File: src/rtl/icr_pkg.sv
// Constants and carriers shared by the two-wire controller register block.
// Assumes a 16-bit register port with byte addresses on an 8-bit bus.
package icr_pkg;

	////////////////////////////////////////////////////////////////////////
	// Register byte addresses.
	localparam int          ADDR_W        = 8;
	localparam int          DATA_W        = 16;
	localparam logic [7:0]  OFS_CONTROL   = 8'h04;
	localparam logic [7:0]  OFS_OWN_PRI   = 8'h08;
	localparam logic [7:0]  OFS_OWN_SEC   = 8'h0C;
	localparam logic [7:0]  OFS_BYTE_BUF  = 8'h10;

	////////////////////////////////////////////////////////////////////////
	// Control register two field positions.
	localparam int          CTL_LAST      = 12;
	localparam int          CTL_DMA_EN    = 11;
	localparam int          CTL_BUF_IE    = 10;
	localparam int          CTL_EVT_IE    = 9;
	localparam int          CTL_ERR_IE    = 8;
	localparam int          CTL_MHZ_LSB   = 0;
	localparam int          MHZ_W         = 6;

	// Own address register fields.
	localparam int          OWN_MODE      = 15;
	localparam int          OWN_ADDR_W    = 10;
	localparam int          SEC_ADDR_LSB  = 1;
	localparam int          SEC_ADDR_W    = 7;
	localparam int          SEC_DUAL      = 0;
	localparam int          BYTE_W        = 8;

	// Reset values.
	localparam logic [15:0] RST_CONTROL   = 16'h0000;
	localparam logic [15:0] RST_OWN       = 16'h0000;
	localparam logic [7:0]  RST_BYTE      = 8'h00;

	// Legal module clock range in MHz.
	localparam logic [5:0]  MHZ_MIN       = 6'h08;
	localparam logic [5:0]  MHZ_MAX       = 6'h30;

	////////////////////////////////////////////////////////////////////////
	// Register port selector.
	typedef enum {
		ICR_SEL_NONE,
		ICR_SEL_CONTROL,
		ICR_SEL_OWN_PRI,
		ICR_SEL_OWN_SEC,
		ICR_SEL_BYTE
	} icr_sel_t;

	// Event flags reported by the bus engine.
	typedef struct packed {
		logic master_mode;
		logic start_sent_flag;
		logic address_flag;
		logic ten_bit_header_flag;
		logic stop_seen_flag;
		logic byte_finished_flag;
		logic transmit_empty_flag;
		logic receive_full_flag;
	} icr_flags_t;

	// Error flags reported by the bus engine.
	typedef struct packed {
		logic bus_error_flag;
		logic arbitration_lost_flag;
		logic ack_failure_flag;
		logic overrun_flag;
		logic packet_check_error_flag;
		logic timeout_flag;
		logic bus_alert_flag;
	} icr_errs_t;

endpackage : icr_pkg

File: src/rtl/icr_addr_match.sv
// Combinational own-address comparison for a received slave address.
// Assumes the caller registers the result; inputs are stable in one cycle.
`timescale 1ns/1ps
module icr_addr_match (
	input  wire logic       width_select_in,
	input  wire logic [9:0] own_address_in,
	input  wire logic       dual_match_enable_in,
	input  wire logic [6:0] second_slave_address_in,
	input  wire logic       probe_valid_in,
	input  wire logic       probe_is_ten_in,
	input  wire logic [9:0] probe_address_in,
	output logic            hit_out
);

	logic ten_hit;
	logic seven_hit;

	// Ten-bit mode compares all ten bits and refuses seven-bit probes.
	// width select gating
	assign ten_hit = width_select_in && probe_is_ten_in &&
		(probe_address_in == own_address_in);

	// Seven-bit mode looks at bits 7:1 only; the secondary joins if enabled.
	// secondary address compare
	assign seven_hit = !width_select_in && !probe_is_ten_in &&
		((probe_address_in[6:0] == own_address_in[7:1]) ||
		(dual_match_enable_in &&
		(probe_address_in[6:0] == second_slave_address_in)));

	assign hit_out = probe_valid_in && (ten_hit || seven_hit);

endmodule : icr_addr_match

File: src/rtl/icr_irq_gen.sv
// Combinational interrupt and DMA request terms from flags and enables.
// Assumes flags are levels held by the bus engine until cleared.
`timescale 1ns/1ps
module icr_irq_gen (
	input  wire logic              dma_request_enable_in,
	input  wire logic              buffer_irq_enable_in,
	input  wire logic              event_irq_enable_in,
	input  wire logic              error_irq_enable_in,
	input  wire icr_pkg::icr_flags_t flags_in,
	input  wire icr_pkg::icr_errs_t  errs_in,
	output logic                   event_irq_out,
	output logic                   error_irq_out,
	output logic                   dma_request_out
);

	logic buf_flag;
	logic evt_flag;

	assign buf_flag = flags_in.transmit_empty_flag ||
		flags_in.receive_full_flag;

	// Master-only and slave-only events are qualified by the mode bit.
	// event sources
	assign evt_flag = (flags_in.start_sent_flag && flags_in.master_mode) ||
		flags_in.address_flag ||
		(flags_in.ten_bit_header_flag && flags_in.master_mode) ||
		(flags_in.stop_seen_flag && !flags_in.master_mode) ||
		flags_in.byte_finished_flag;

	assign event_irq_out = (event_irq_enable_in && evt_flag) ||
		(buffer_irq_enable_in && buf_flag);

	assign error_irq_out = error_irq_enable_in && (|errs_in);

	assign dma_request_out = dma_request_enable_in && buf_flag;

endmodule : icr_irq_gen

File: src/rtl/icr_regs.sv
// Register block of a two-wire controller: control two, own addresses and
// the byte buffer, with interrupt, DMA and address-match outputs.
// Assumes a bus engine that reports flags as levels and bytes as pulses.
//
// How it works
// - Last bit set makes the next DMA end-of-transfer final.
// - Master receiver uses the final mark to NACK the last byte.
// - DMA enable raises a request while transmit-empty or receive-full.
// - Buffer enable turns transmit-empty or receive-full into interrupts.
// - Event enable interrupts on master start and header, address, slave stop, byte done.
// - Error enable interrupts on any of the seven error flags.
// - Width select picks ten-bit or seven-bit matching exclusively.
// - Ten-bit compares bits 9:0; seven-bit compares bits 7:1 only.
// - Dual enable adds the secondary seven-bit address in seven-bit mode.
// - Byte buffer holds received or software bytes; upper bits zero.
`timescale 1ns/1ps
module icr_regs (
	input  wire logic              core_clk_in,
	input  wire logic              rst_n_in,
	input  wire logic [7:0]        reg_addr_in,
	input  wire logic [15:0]       reg_wdata_in,
	input  wire logic              reg_wr_in,
	input  wire logic              reg_rd_in,
	output logic      [15:0]       reg_rdata_out,
	input  wire icr_pkg::icr_flags_t flags_in,
	input  wire icr_pkg::icr_errs_t  errs_in,
	input  wire logic              master_rx_in,
	input  wire logic              dma_end_of_transfer_in,
	input  wire logic              rx_valid_in,
	input  wire logic [7:0]        rx_byte_in,
	input  wire logic              probe_valid_in,
	input  wire logic              probe_is_ten_in,
	input  wire logic [9:0]        probe_address_in,
	output logic [7:0]             tx_byte_out,
	output logic                   tx_load_out,
	output logic                   buf_read_out,
	output logic                   dma_request_out,
	output logic                   event_irq_out,
	output logic                   error_irq_out,
	output logic                   final_transfer_out,
	output logic                   nack_last_out,
	output logic                   address_hit_out,
	output logic [5:0]             module_clock_mhz_out,
	output logic                   clock_in_range_out
);

	////////////////////////////////////////////////////////////////////////
	// Address decode shared by the read and write paths.
	function automatic icr_pkg::icr_sel_t sel_of(input logic [7:0] a);
		if (a == icr_pkg::OFS_CONTROL) begin
			return icr_pkg::ICR_SEL_CONTROL;
		end else if (a == icr_pkg::OFS_OWN_PRI) begin
			return icr_pkg::ICR_SEL_OWN_PRI;
		end else if (a == icr_pkg::OFS_OWN_SEC) begin
			return icr_pkg::ICR_SEL_OWN_SEC;
		end else if (a == icr_pkg::OFS_BYTE_BUF) begin
			return icr_pkg::ICR_SEL_BYTE;
		end else begin
			return icr_pkg::ICR_SEL_NONE;
		end
	endfunction : sel_of

	icr_pkg::icr_sel_t sel;
	logic              wr_ctl;
	logic              wr_pri;
	logic              wr_sec;
	logic              wr_buf;
	logic              rd_buf;

	assign sel    = sel_of(reg_addr_in);
	assign wr_ctl = reg_wr_in && (sel == icr_pkg::ICR_SEL_CONTROL);
	assign wr_pri = reg_wr_in && (sel == icr_pkg::ICR_SEL_OWN_PRI);
	assign wr_sec = reg_wr_in && (sel == icr_pkg::ICR_SEL_OWN_SEC);
	assign wr_buf = reg_wr_in && (sel == icr_pkg::ICR_SEL_BYTE);
	assign rd_buf = reg_rd_in && (sel == icr_pkg::ICR_SEL_BYTE);

	////////////////////////////////////////////////////////////////////////
	// Control register two fields.
	logic       last_r;
	logic       dma_en_r;
	logic       buf_ie_r;
	logic       evt_ie_r;
	logic       err_ie_r;
	logic [5:0] mhz_r;

	// Only the defined fields are stored, so reserved bits drop writes.
	// reserved write drop
	always_ff @(posedge core_clk_in or negedge rst_n_in) begin
		if (!rst_n_in) begin
			last_r   <= icr_pkg::RST_CONTROL[icr_pkg::CTL_LAST];
			dma_en_r <= icr_pkg::RST_CONTROL[icr_pkg::CTL_DMA_EN];
			buf_ie_r <= icr_pkg::RST_CONTROL[icr_pkg::CTL_BUF_IE];
			evt_ie_r <= icr_pkg::RST_CONTROL[icr_pkg::CTL_EVT_IE];
			err_ie_r <= icr_pkg::RST_CONTROL[icr_pkg::CTL_ERR_IE];
			mhz_r    <= icr_pkg::RST_CONTROL[5:0];
		end else if (wr_ctl) begin
			last_r   <= reg_wdata_in[icr_pkg::CTL_LAST];
			dma_en_r <= reg_wdata_in[icr_pkg::CTL_DMA_EN];
			buf_ie_r <= reg_wdata_in[icr_pkg::CTL_BUF_IE];
			evt_ie_r <= reg_wdata_in[icr_pkg::CTL_EVT_IE];
			err_ie_r <= reg_wdata_in[icr_pkg::CTL_ERR_IE];
			mhz_r    <= reg_wdata_in[5:0];
		end
	end

	////////////////////////////////////////////////////////////////////////
	// Own address registers.
	logic       width_sel_r;
	logic [9:0] own_addr_r;
	logic [6:0] sec_addr_r;
	logic       dual_en_r;

	// Primary own address: mode bit plus ten address bits.
	always_ff @(posedge core_clk_in or negedge rst_n_in) begin
		if (!rst_n_in) begin
			width_sel_r <= icr_pkg::RST_OWN[icr_pkg::OWN_MODE];
			own_addr_r  <= icr_pkg::RST_OWN[9:0];
		end else if (wr_pri) begin
			width_sel_r <= reg_wdata_in[icr_pkg::OWN_MODE];
			own_addr_r  <= reg_wdata_in[9:0];
		end
	end

	// Secondary own address and its dual enable.
	always_ff @(posedge core_clk_in or negedge rst_n_in) begin
		if (!rst_n_in) begin
			sec_addr_r <= icr_pkg::RST_OWN[7:1];
			dual_en_r  <= icr_pkg::RST_OWN[icr_pkg::SEC_DUAL];
		end else if (wr_sec) begin
			sec_addr_r <= reg_wdata_in[7:1];
			dual_en_r  <= reg_wdata_in[icr_pkg::SEC_DUAL];
		end
	end

	////////////////////////////////////////////////////////////////////////
	// Byte buffer. A received byte wins over a software write in the same
	// cycle, because losing bus data is worse than redoing a write.
	logic [7:0] buf_r;
	logic [7:0] buf_nxt;

	always_comb begin
		buf_nxt = buf_r;
		if (rx_valid_in) begin
			buf_nxt = rx_byte_in;
		end else if (wr_buf) begin
			buf_nxt = reg_wdata_in[7:0];
		end
	end

	always_ff @(posedge core_clk_in or negedge rst_n_in) begin
		if (!rst_n_in) begin
			buf_r <= icr_pkg::RST_BYTE;
		end else begin
			buf_r <= buf_nxt;
		end
	end

	// Transmit byte and access pulses toward the bus engine's flag logic.
	always_ff @(posedge core_clk_in or negedge rst_n_in) begin
		if (!rst_n_in) begin
			tx_byte_out  <= icr_pkg::RST_BYTE;
			tx_load_out  <= 1'b0;
			buf_read_out <= 1'b0;
		end else begin
			tx_byte_out  <= buf_nxt;
			tx_load_out  <= wr_buf && !rx_valid_in;
			buf_read_out <= rd_buf;
		end
	end

	////////////////////////////////////////////////////////////////////////
	// Read data, valid only in the cycle after the strobe.
	logic [15:0] rdata_nxt;

	always_comb begin
		rdata_nxt = 16'h0000;
		if (reg_rd_in) begin
			if (sel == icr_pkg::ICR_SEL_CONTROL) begin
				rdata_nxt[icr_pkg::CTL_LAST]   = last_r;
				rdata_nxt[icr_pkg::CTL_DMA_EN] = dma_en_r;
				rdata_nxt[icr_pkg::CTL_BUF_IE] = buf_ie_r;
				rdata_nxt[icr_pkg::CTL_EVT_IE] = evt_ie_r;
				rdata_nxt[icr_pkg::CTL_ERR_IE] = err_ie_r;
				rdata_nxt[5:0]                 = mhz_r;
			end else if (sel == icr_pkg::ICR_SEL_OWN_PRI) begin
				rdata_nxt[icr_pkg::OWN_MODE] = width_sel_r;
				rdata_nxt[9:0]               = own_addr_r;
			end else if (sel == icr_pkg::ICR_SEL_OWN_SEC) begin
				rdata_nxt[7:1]               = sec_addr_r;
				rdata_nxt[icr_pkg::SEC_DUAL] = dual_en_r;
			end else if (sel == icr_pkg::ICR_SEL_BYTE) begin
				rdata_nxt[7:0] = buf_r;
			end
		end
	end

	always_ff @(posedge core_clk_in or negedge rst_n_in) begin
		if (!rst_n_in) begin
			reg_rdata_out <= 16'h0000;
		end else begin
			reg_rdata_out <= rdata_nxt;
		end
	end

	////////////////////////////////////////////////////////////////////////
	// Interrupt and DMA terms, registered so outputs come from flops.
	logic evt_c;
	logic err_c;
	logic dma_c;

	icr_irq_gen u_irq (
		.dma_request_enable_in (dma_en_r),
		.buffer_irq_enable_in  (buf_ie_r),
		.event_irq_enable_in   (evt_ie_r),
		.error_irq_enable_in   (err_ie_r),
		.flags_in              (flags_in),
		.errs_in               (errs_in),
		.event_irq_out         (evt_c),
		.error_irq_out         (err_c),
		.dma_request_out       (dma_c)
	);

	always_ff @(posedge core_clk_in or negedge rst_n_in) begin
		if (!rst_n_in) begin
			event_irq_out   <= 1'b0;
			error_irq_out   <= 1'b0;
			dma_request_out <= 1'b0;
		end else begin
			event_irq_out   <= evt_c;
			error_irq_out   <= err_c;
			dma_request_out <= dma_c;
		end
	end

	////////////////////////////////////////////////////////////////////////
	// Final-transfer tracking. The mark is set by an end-of-transfer while
	// the last bit is set and held until the next received byte consumes
	// it; a set in the same cycle as that byte wins.
	logic final_r;
	logic final_nxt;

	always_comb begin
		final_nxt = final_r;
		if (dma_end_of_transfer_in && last_r) begin
			final_nxt = 1'b1;
		end else if (rx_valid_in) begin
			final_nxt = 1'b0;
		end
	end

	always_ff @(posedge core_clk_in or negedge rst_n_in) begin
		if (!rst_n_in) begin
			final_r <= 1'b0;
		end else begin
			final_r <= final_nxt;
		end
	end

	always_ff @(posedge core_clk_in or negedge rst_n_in) begin
		if (!rst_n_in) begin
			final_transfer_out <= 1'b0;
			nack_last_out      <= 1'b0;
		end else begin
			final_transfer_out <= dma_end_of_transfer_in && last_r;
			nack_last_out      <= final_nxt && master_rx_in;
		end
	end

	////////////////////////////////////////////////////////////////////////
	// Address matching on a probe from the bus engine.
	logic hit_c;

	icr_addr_match u_match (
		.width_select_in         (width_sel_r),
		.own_address_in          (own_addr_r),
		.dual_match_enable_in    (dual_en_r),
		.second_slave_address_in (sec_addr_r),
		.probe_valid_in          (probe_valid_in),
		.probe_is_ten_in         (probe_is_ten_in),
		.probe_address_in        (probe_address_in),
		.hit_out                 (hit_c)
	);

	always_ff @(posedge core_clk_in or negedge rst_n_in) begin
		if (!rst_n_in) begin
			address_hit_out <= 1'b0;
		end else begin
			address_hit_out <= hit_c;
		end
	end

	// Clock field out, with a range flag; the range is not enforced.
	// clock range indication
	always_ff @(posedge core_clk_in or negedge rst_n_in) begin
		if (!rst_n_in) begin
			module_clock_mhz_out <= 6'h00;
			clock_in_range_out   <= 1'b0;
		end else begin
			module_clock_mhz_out <= mhz_r;
			clock_in_range_out   <= (mhz_r >= icr_pkg::MHZ_MIN) &&
				(mhz_r <= icr_pkg::MHZ_MAX);
		end
	end
endmodule : icr_regs

File: config.mk
export PLATFORM = sky130hd
export DESIGN_NAME = icr_regs
export DESIGN_NICKNAME = d
export VERILOG_FILES = /design/src/rtl/icr_pkg.sv /design/src/rtl/icr_addr_match.sv /design/src/rtl/icr_irq_gen.sv /design/src/rtl/icr_regs.sv
export SDC_FILE = /design/constraint.sdc
export NUM_CORES = 1
export LEC_CHECK = 0
export ABC_AREA = 0
export BUFFER_PORTS_ARGS = -buffer_cell sky130_fd_sc_hd__clkbuf_2
export CAP_MARGIN = 10
export CORE_ASPECT_RATIO = 1.25
export CORE_MARGIN = 8
export CORE_UTILIZATION = 42
export CTS_BUF_LIST = sky130_fd_sc_hd__clkbuf_4 sky130_fd_sc_hd__clkbuf_8
export DETAILED_ROUTE_END_ITERATION = 6
export PLACE_DENSITY = 0.73
export SLEW_MARGIN = 25
export SYNTH_ARGS = -nofsm -noshare
export SYNTH_HDL_FRONTEND = slang
export SYNTH_HIERARCHICAL = 1
export SYNTH_SLANG_ARGS = --single-unit
File: constraint.sdc
create_clock -name core_clk_in -period 1.2 [get_ports core_clk_in]
set_input_delay 0.12 -clock core_clk_in [delete_from_list [all_inputs] [get_ports core_clk_in]]
set_output_delay 0.12 -clock core_clk_in [all_outputs]
set_load 0.1 [all_outputs]
==> Yosys cells after proc, flatten, opt, wreduce, memory -nomap -nowiden <==
Cells that the tools add are included.
{ "op_classes": {"bitwise": 0, "n_mul": 0, "add_sub_neg": 0, "eq_ne": 11, "muxes": 20, "n_reduce_logical": 36, "magnitude_cmp": 2, "div": 0, "shift": 0} }
{ "op_table": {"columns": ["cell", "count"], "rows": [
  ["32-bit 2-to-1 mux", 3],
  ["32-bit by 3-bit equality test with 1-bit output, second input constant", 2],
  ["8-bit 2-to-1 mux", 5],
  ["32-bit by 2-bit equality test with 1-bit output, second input constant", 1],
  ["32-bit by 4-bit equality test with 1-bit output, second input constant", 1],
  ["1-bit logical AND", 22],
  ["8-bit by 4-bit equality test with 1-bit output, second input constant", 2],
  ["7-bit equality test", 2],
  ["13-bit 2-to-1 mux", 1],
  ["10-bit equality test", 1],
  ["8-bit by 3-bit equality test with 1-bit output, second input constant", 1],
  ["8-bit by 5-bit equality test with 1-bit output, second input constant", 1],
  ["1-bit logical OR", 8],
  ["7-bit OR reduction", 1],
  ["6-bit by 4-bit >= comparator with 1-bit output, second input constant", 1],
  ["6-bit less-or-equal comparator, second input constant", 1],
  ["2-bit 2-to-1 mux", 3],
  ["3-bit 2-to-1 mux", 2],
  ["6-bit 2-to-1 mux", 1],
  ["1-bit 2-to-1 mux", 5],
  ["1-bit logical NOT", 4],
  ["2-bit nonzero test", 1]
]} }
{ "word_totals": {"ramBits": 0, "rom_bits": 0, "n_memories": 0, "reg_bits": 68, "latch_bits": 0} }

==> Logic depth before layout (Yosys ltp) <==
{ "logic_depth": {"depth_word": 11, "depth_mapped": 6} }

==> Hierarchy <==
The synthesis kept the hierarchy.
{ "modules_own_cells": {"columns": ["mod", "area_per_inst_um2", "cells_per_inst", "n_inst"], "rows": [
  ["icr_regs", 2885.3, 216, 1],
  ["icr_addr_match", 277.8, 35, 1],
  ["icr_irq_gen", 62.6, 9, 1]
]} }

==> Worst setup path before layout <==
Ideal clock, no wire load.
{ "synth_timing": {"path_kind": "input to register", "from": "in reg_addr_in[7]", "to": "reg dual_en_r", "path_buffers": 2, "cell_stages": 5, "arrival_time_ps": 1690, "setup_slack_ps": -615, "t_required_ps": 1075, "setup_time_ps": 125, "cell_sequence": "or4_4 > buf_6 > or4_4 > buf_6 > mux2_4"} }
{ "synth_between": {"elab_chain_cells": 7, "word_cells_on_any_way": 10} }
{ "synth_rtl": {"columns": ["element", "line_no", "text"], "rows": [
  ["start, declared", "icr_regs.sv:20", "input wire logic [7:0] reg_addr_in,"],
  ["8-bit by 5-bit equality test with 1-bit output", "icr_regs.sv:56", "end else if (a == icr_pkg::OFS_BYTE_BUF) begin"],
  ["3-bit 2-to-1 mux", "icr_regs.sv:56", null],
  ["32-bit 2-to-1 mux", "icr_regs.sv:54", "end else if (a == icr_pkg::OFS_OWN_SEC) begin"],
  ["32-bit 2-to-1 mux", "icr_regs.sv:52", "end else if (a == icr_pkg::OFS_OWN_PRI) begin"],
  ["32-bit 2-to-1 mux *", "icr_regs.sv:50", "if (a == icr_pkg::OFS_CONTROL) begin"],
  ["32-bit by 3-bit equality test with 1-bit output *", "icr_regs.sv:73", "assign wr_sec = reg_wr_in && (sel == icr_pkg::ICR_SEL_OWN_SEC);"],
  ["1-bit logical AND *", "icr_regs.sv:73", null],
  ["end signal, assigned", "icr_regs.sv:128", "dual_en_r <= icr_pkg::RST_OWN[icr_pkg::SEC_DUAL];"],
  ["end signal, assigned", "icr_regs.sv:131", "dual_en_r <= reg_wdata_in[icr_pkg::SEC_DUAL];"],
  ["end, declared", "icr_regs.sv:111", "logic dual_en_r;"]
]} }
Mark *: on every way between the ends. The rest lies on a longest branch, timed or not.
A chain may end at the register's enable or synchronous reset.

==> Worst setup path in the final report <==
{ "layout_timing": {"from": "in reg_addr_in[7]", "to": "reg sec_addr_r[5]"} }
{ "layout_between": {"elab_chain_cells": 7, "word_cells_on_any_way": 10} }
{ "layout_rtl": {"columns": ["element", "line_no", "text"], "rows": [
  ["8-bit by 5-bit equality test with 1-bit output", "icr_regs.sv:56", null],
  ["3-bit 2-to-1 mux", "icr_regs.sv:56", null],
  ["32-bit 2-to-1 mux", "icr_regs.sv:54", null],
  ["32-bit 2-to-1 mux", "icr_regs.sv:52", null],
  ["32-bit 2-to-1 mux *", "icr_regs.sv:50", null],
  ["32-bit by 3-bit equality test with 1-bit output *", "icr_regs.sv:73", null],
  ["1-bit logical AND *", "icr_regs.sv:73", null],
  ["end signal, assigned", "icr_regs.sv:127", "sec_addr_r <= icr_pkg::RST_OWN[7:1];"],
  ["end signal, assigned", "icr_regs.sv:130", "sec_addr_r <= reg_wdata_in[7:1];"],
  ["end, declared", "icr_regs.sv:110", "logic [6:0] sec_addr_r;"]
]} }
Marked as above.

==> impl_results.md <==
- Final period util: 122%
- Root Buffer: clkbuf_8
- Antenna-violating nets left: 0
- Failing checks: negative setup slack
- FF+latch count, synth: 68
- DP Wirelength: 7280 µm
- CP dominant cell by count: or4_4
- Final Hold Fails: 0
- Setup crit end kind: flop
- Diode count: 0
- Critical Path AT: 1.69 ns
- Dpl ws: -0.628 ns
- Avg Inst Size Synth: 12.4 µm²
- Synthesized cell area: 3230 µm²
- FFs w/ async S/R, synth: 100%
- Post-synth EDFFs: 0
- Syn Inst Count: 260
- Critical path type: in2reg
- Clk buf depth: 2
- Max-slew violations: 0
- CP startpoint kind: input pin
- Achievable frequency: 685 MHz
- Critical path's slowest cell: or4_4
- Routed wire length: 9260 µm
- GR Overflow Total: 0
- Status: complete, but fails checks
- CP peak stage delay: 0.61 ns
- Antenna violations before repair: 0
- Synth-to-layout area growth: 54.6%
- WL/cell: 18.7 µm
- Peak VDD IR: 0.730 mV
- R2R cell count: 5
- Class of the worst hold path: in2reg
- Die ar.: 10800 µm²
- Setup repair after global routing missed its margin: true
- Number of I/O port buffers: 100
- Prevailing post-synth register cell: dfrtp_1
- Num CTS Buffers: 9
- First-pass GRT wire length: 14800 µm
- Worst-skew pair later-pin latency: 0.34 ns
- Worst Path Required: 1.43 ns
- H-tree Lvls: 3
- Total number of vias: 2686
- Iter 0 DRT Violations: 91
- Setup violators final: 31
- Final min period: 1.46 ns
- # rows: 35
- DRC Markers: 0
- Yosys warning total: 6
- Pwr/cell area: 1080 nW/µm²
- Vias in the first global route: 2940
- Io pins: 105
- Share of layout cells above drive strength 1: 52.1%
- DRT Pass-1 Iters: 4
- Critical path depth: 4
- Leakage: 2.35 nW
- Post-synth cell types: 50
- CP Buf/Inv Count: 1
- Die H: 114 µm
- Final core utilization: 67.4%
- Worst Setup Slack, final: -0.260 ns
- Worst hold path depth: 2
- Overall Power: 5.40 mW
- Crit Path Max Fanout: 8
- Delay-heaviest family, CP: simple AND/OR/NAND/NOR gates
- Starting Density: 43.6%
- Worst Skew: 0.00867 ns
- Die Span X: 94.4 µm
- Routability Congestion: 0.851
- Post-synthesis sequential area ratio: 52.8%
- Vias per cell: 5.43
- TNS Setup: -2.88 ns
- CTS tree: done
- Core area: 7400 µm²
- Total track usage: 17.8%
- Nets: 464
- Reg clk slew, reported paths: 0.07 ns
- Max_cap viols: 0
- Worst-path cell chain: buf_6, or4_4, or4_4, mux2_4
- Largest net degree at the start of global routing: 46
- # clock sinks: 68
-- power breakdown --
group | internal, mW | switching (mW)
clock network | 0.816 | 0.851
logic | 0.514 | 0.714
registers | 2.39 | 0.109
total | 3.72 | 1.67
-- what timing repair did --
action / CTS / global route
setup endpoints to repair: 9 / 14
gates cloned: 0 / 0
pin swaps: 3 / 2
buffers inserted: 1 / 1
hold endpoints to repair: 24 / 0
hold buffers: 8 / 0
gates resized for setup: 0 / 6
-- final cells by class --
cell class,instances,area (µm²)
fillers,535,2410
flip-flops and latches,68,1710
multi-input cells,172,1530
repair buffers,144,1440
clock buffers,12,146
well taps,92,115
clock inverters,4,27.5
inverters,3,11.3
-- cell families (layout without fill, tap and decap cells) --
family	after synthesis	in the layout	synth area share [%]
AO/OA/AOI/OAI	52	52	12.5
XOR/XNOR	24	24	6.52
buffers and inverters	21	163	3.18
flip-flops	68	68	52.8
multiplexers	36	36	13.3
other	1	2	0.116
AND/OR/NAND/NOR	58	58	11.6
-- synth_stat cells (2+ instances only) --
library cell   n  area [µm²]
o21ai_0        5        25.0
nand2_1        3        11.3
o221a_2        6        67.6
nand3b_1       6        45.0
nor3_1         5        25.0
buf_6          2        22.5
and3_1         4        25.0
or4_4          2        22.5
a22oi_1        2        15.0
and2_1         3        18.8
clkinv_1       2        7.51
nand3_1        2        10.0
a21oi_1        6        30.0
a211oi_1       2        15.0
nor2_1        10        37.5
mux2_4         8         120
mux2i_1        6        60.1
xnor2_1       15         131
dfrtp_1       68        1700
o31ai_1        8        60.1
mux2_2        22         248
nor3b_1        2        15.0
buf_4          2        15.0
nor4_1         4        25.0
clkbuf_1      12        45.0
a2bb2oi_1      8        70.1
nor4b_1        2        17.5
nand4_1        5        31.3
or4b_2         2        20.0
a41oi_1        8        70.1
xor2_1         9        78.8
-- through the flow --
stage | area, µm² | cells | hold slack (ns)
after CTS | 4950 | 494 | 0.000173
final | 4990 | 495 | 0.0111
after floorplan | 3390 | 261 | -0.176
after global placement | 4690 | 469 | 0.0219
after detailed placement | 4690 | 469 | 0.0342
after global routing | 4990 | 495 | 0.00165
-- registers in the layout, summed over array words and instances (netlist names), 6 cells and up --
name                  cells
module_clock_mhz_out      6
own_addr_r               10
mhz_r                     6
tx_byte_out               8
sec_addr_r                7
reg_rdata_out            14
-- per-layer routing --
| layer | vias to the layer above | GRT usage [%] | part of all wire (%) |
|---|---|---|---|
| li1 | 1253 | - | - |
| met1 | 1323 | 18.6 | 37 |
| met2 | 90 | 31.3 | 54 |
| met3 | 20 | 4.80 | 6.0 |
| met4 | 0 | 9.33 | 2.8 |
| met5 | - | 0 | 0 |
-- final timing paths --
| check | to | slack, ns | startpoint |
|---|---|---|---|
| setup reg to reg | address_hit_out | -0.12 | own_addr_r[3] |
| min in group asynchronous | final_r | 0.19 | rst_n_in |
| hold / removal | width_sel_r | 0.01 | reg_wdata_in[15] |
| max in group asynchronous | module_clock_mhz_out[2] | 0.46 | rst_n_in |
| hold reg to reg | module_clock_mhz_out[0] | 0.45 | mhz_r[0] |
| setup / recovery | sec_addr_r[5] | -0.26 | reg_addr_in[7] |
-- worst reg2reg max path, stage by stage (launching register included) --
cell     delay (ns)
dfrtp_1        0.39
xor2_1         0.16
nor4_1         0.30
nand4_1        0.12
o21ai_1        0.12
a32o_1         0.18
-- cells in the final DEF (no fill, tap or decap), types with 3 or more instances in the layout --
cell type	synthesis	layout
a21oi_1	6	6
a2bb2oi_1	8	8
a41oi_1	8	8
and2_1	3	3
and3_1	4	4
buf_12	0	39
buf_4	2	33
clkbuf_2	0	61
clkbuf_4	0	3
clkbuf_8	0	9
clkinvlp_4	0	3
dfrtp_1	68	60
dfrtp_2	0	8
dlygate4sd3_1	0	8
mux2_2	22	22
mux2_4	8	8
mux2i_1	6	6
nand2_1	3	3
nand3b_1	6	6
nand4_1	5	5
nor2_1	10	10
nor3_1	5	5
nor4_1	4	3
o21ai_0	5	5
o221a_4	0	5
o31ai_1	8	4
o31ai_2	0	4
xnor2_1	15	15
xor2_1	9	9
No activity file was read; power rests on OpenSTA's default activity.
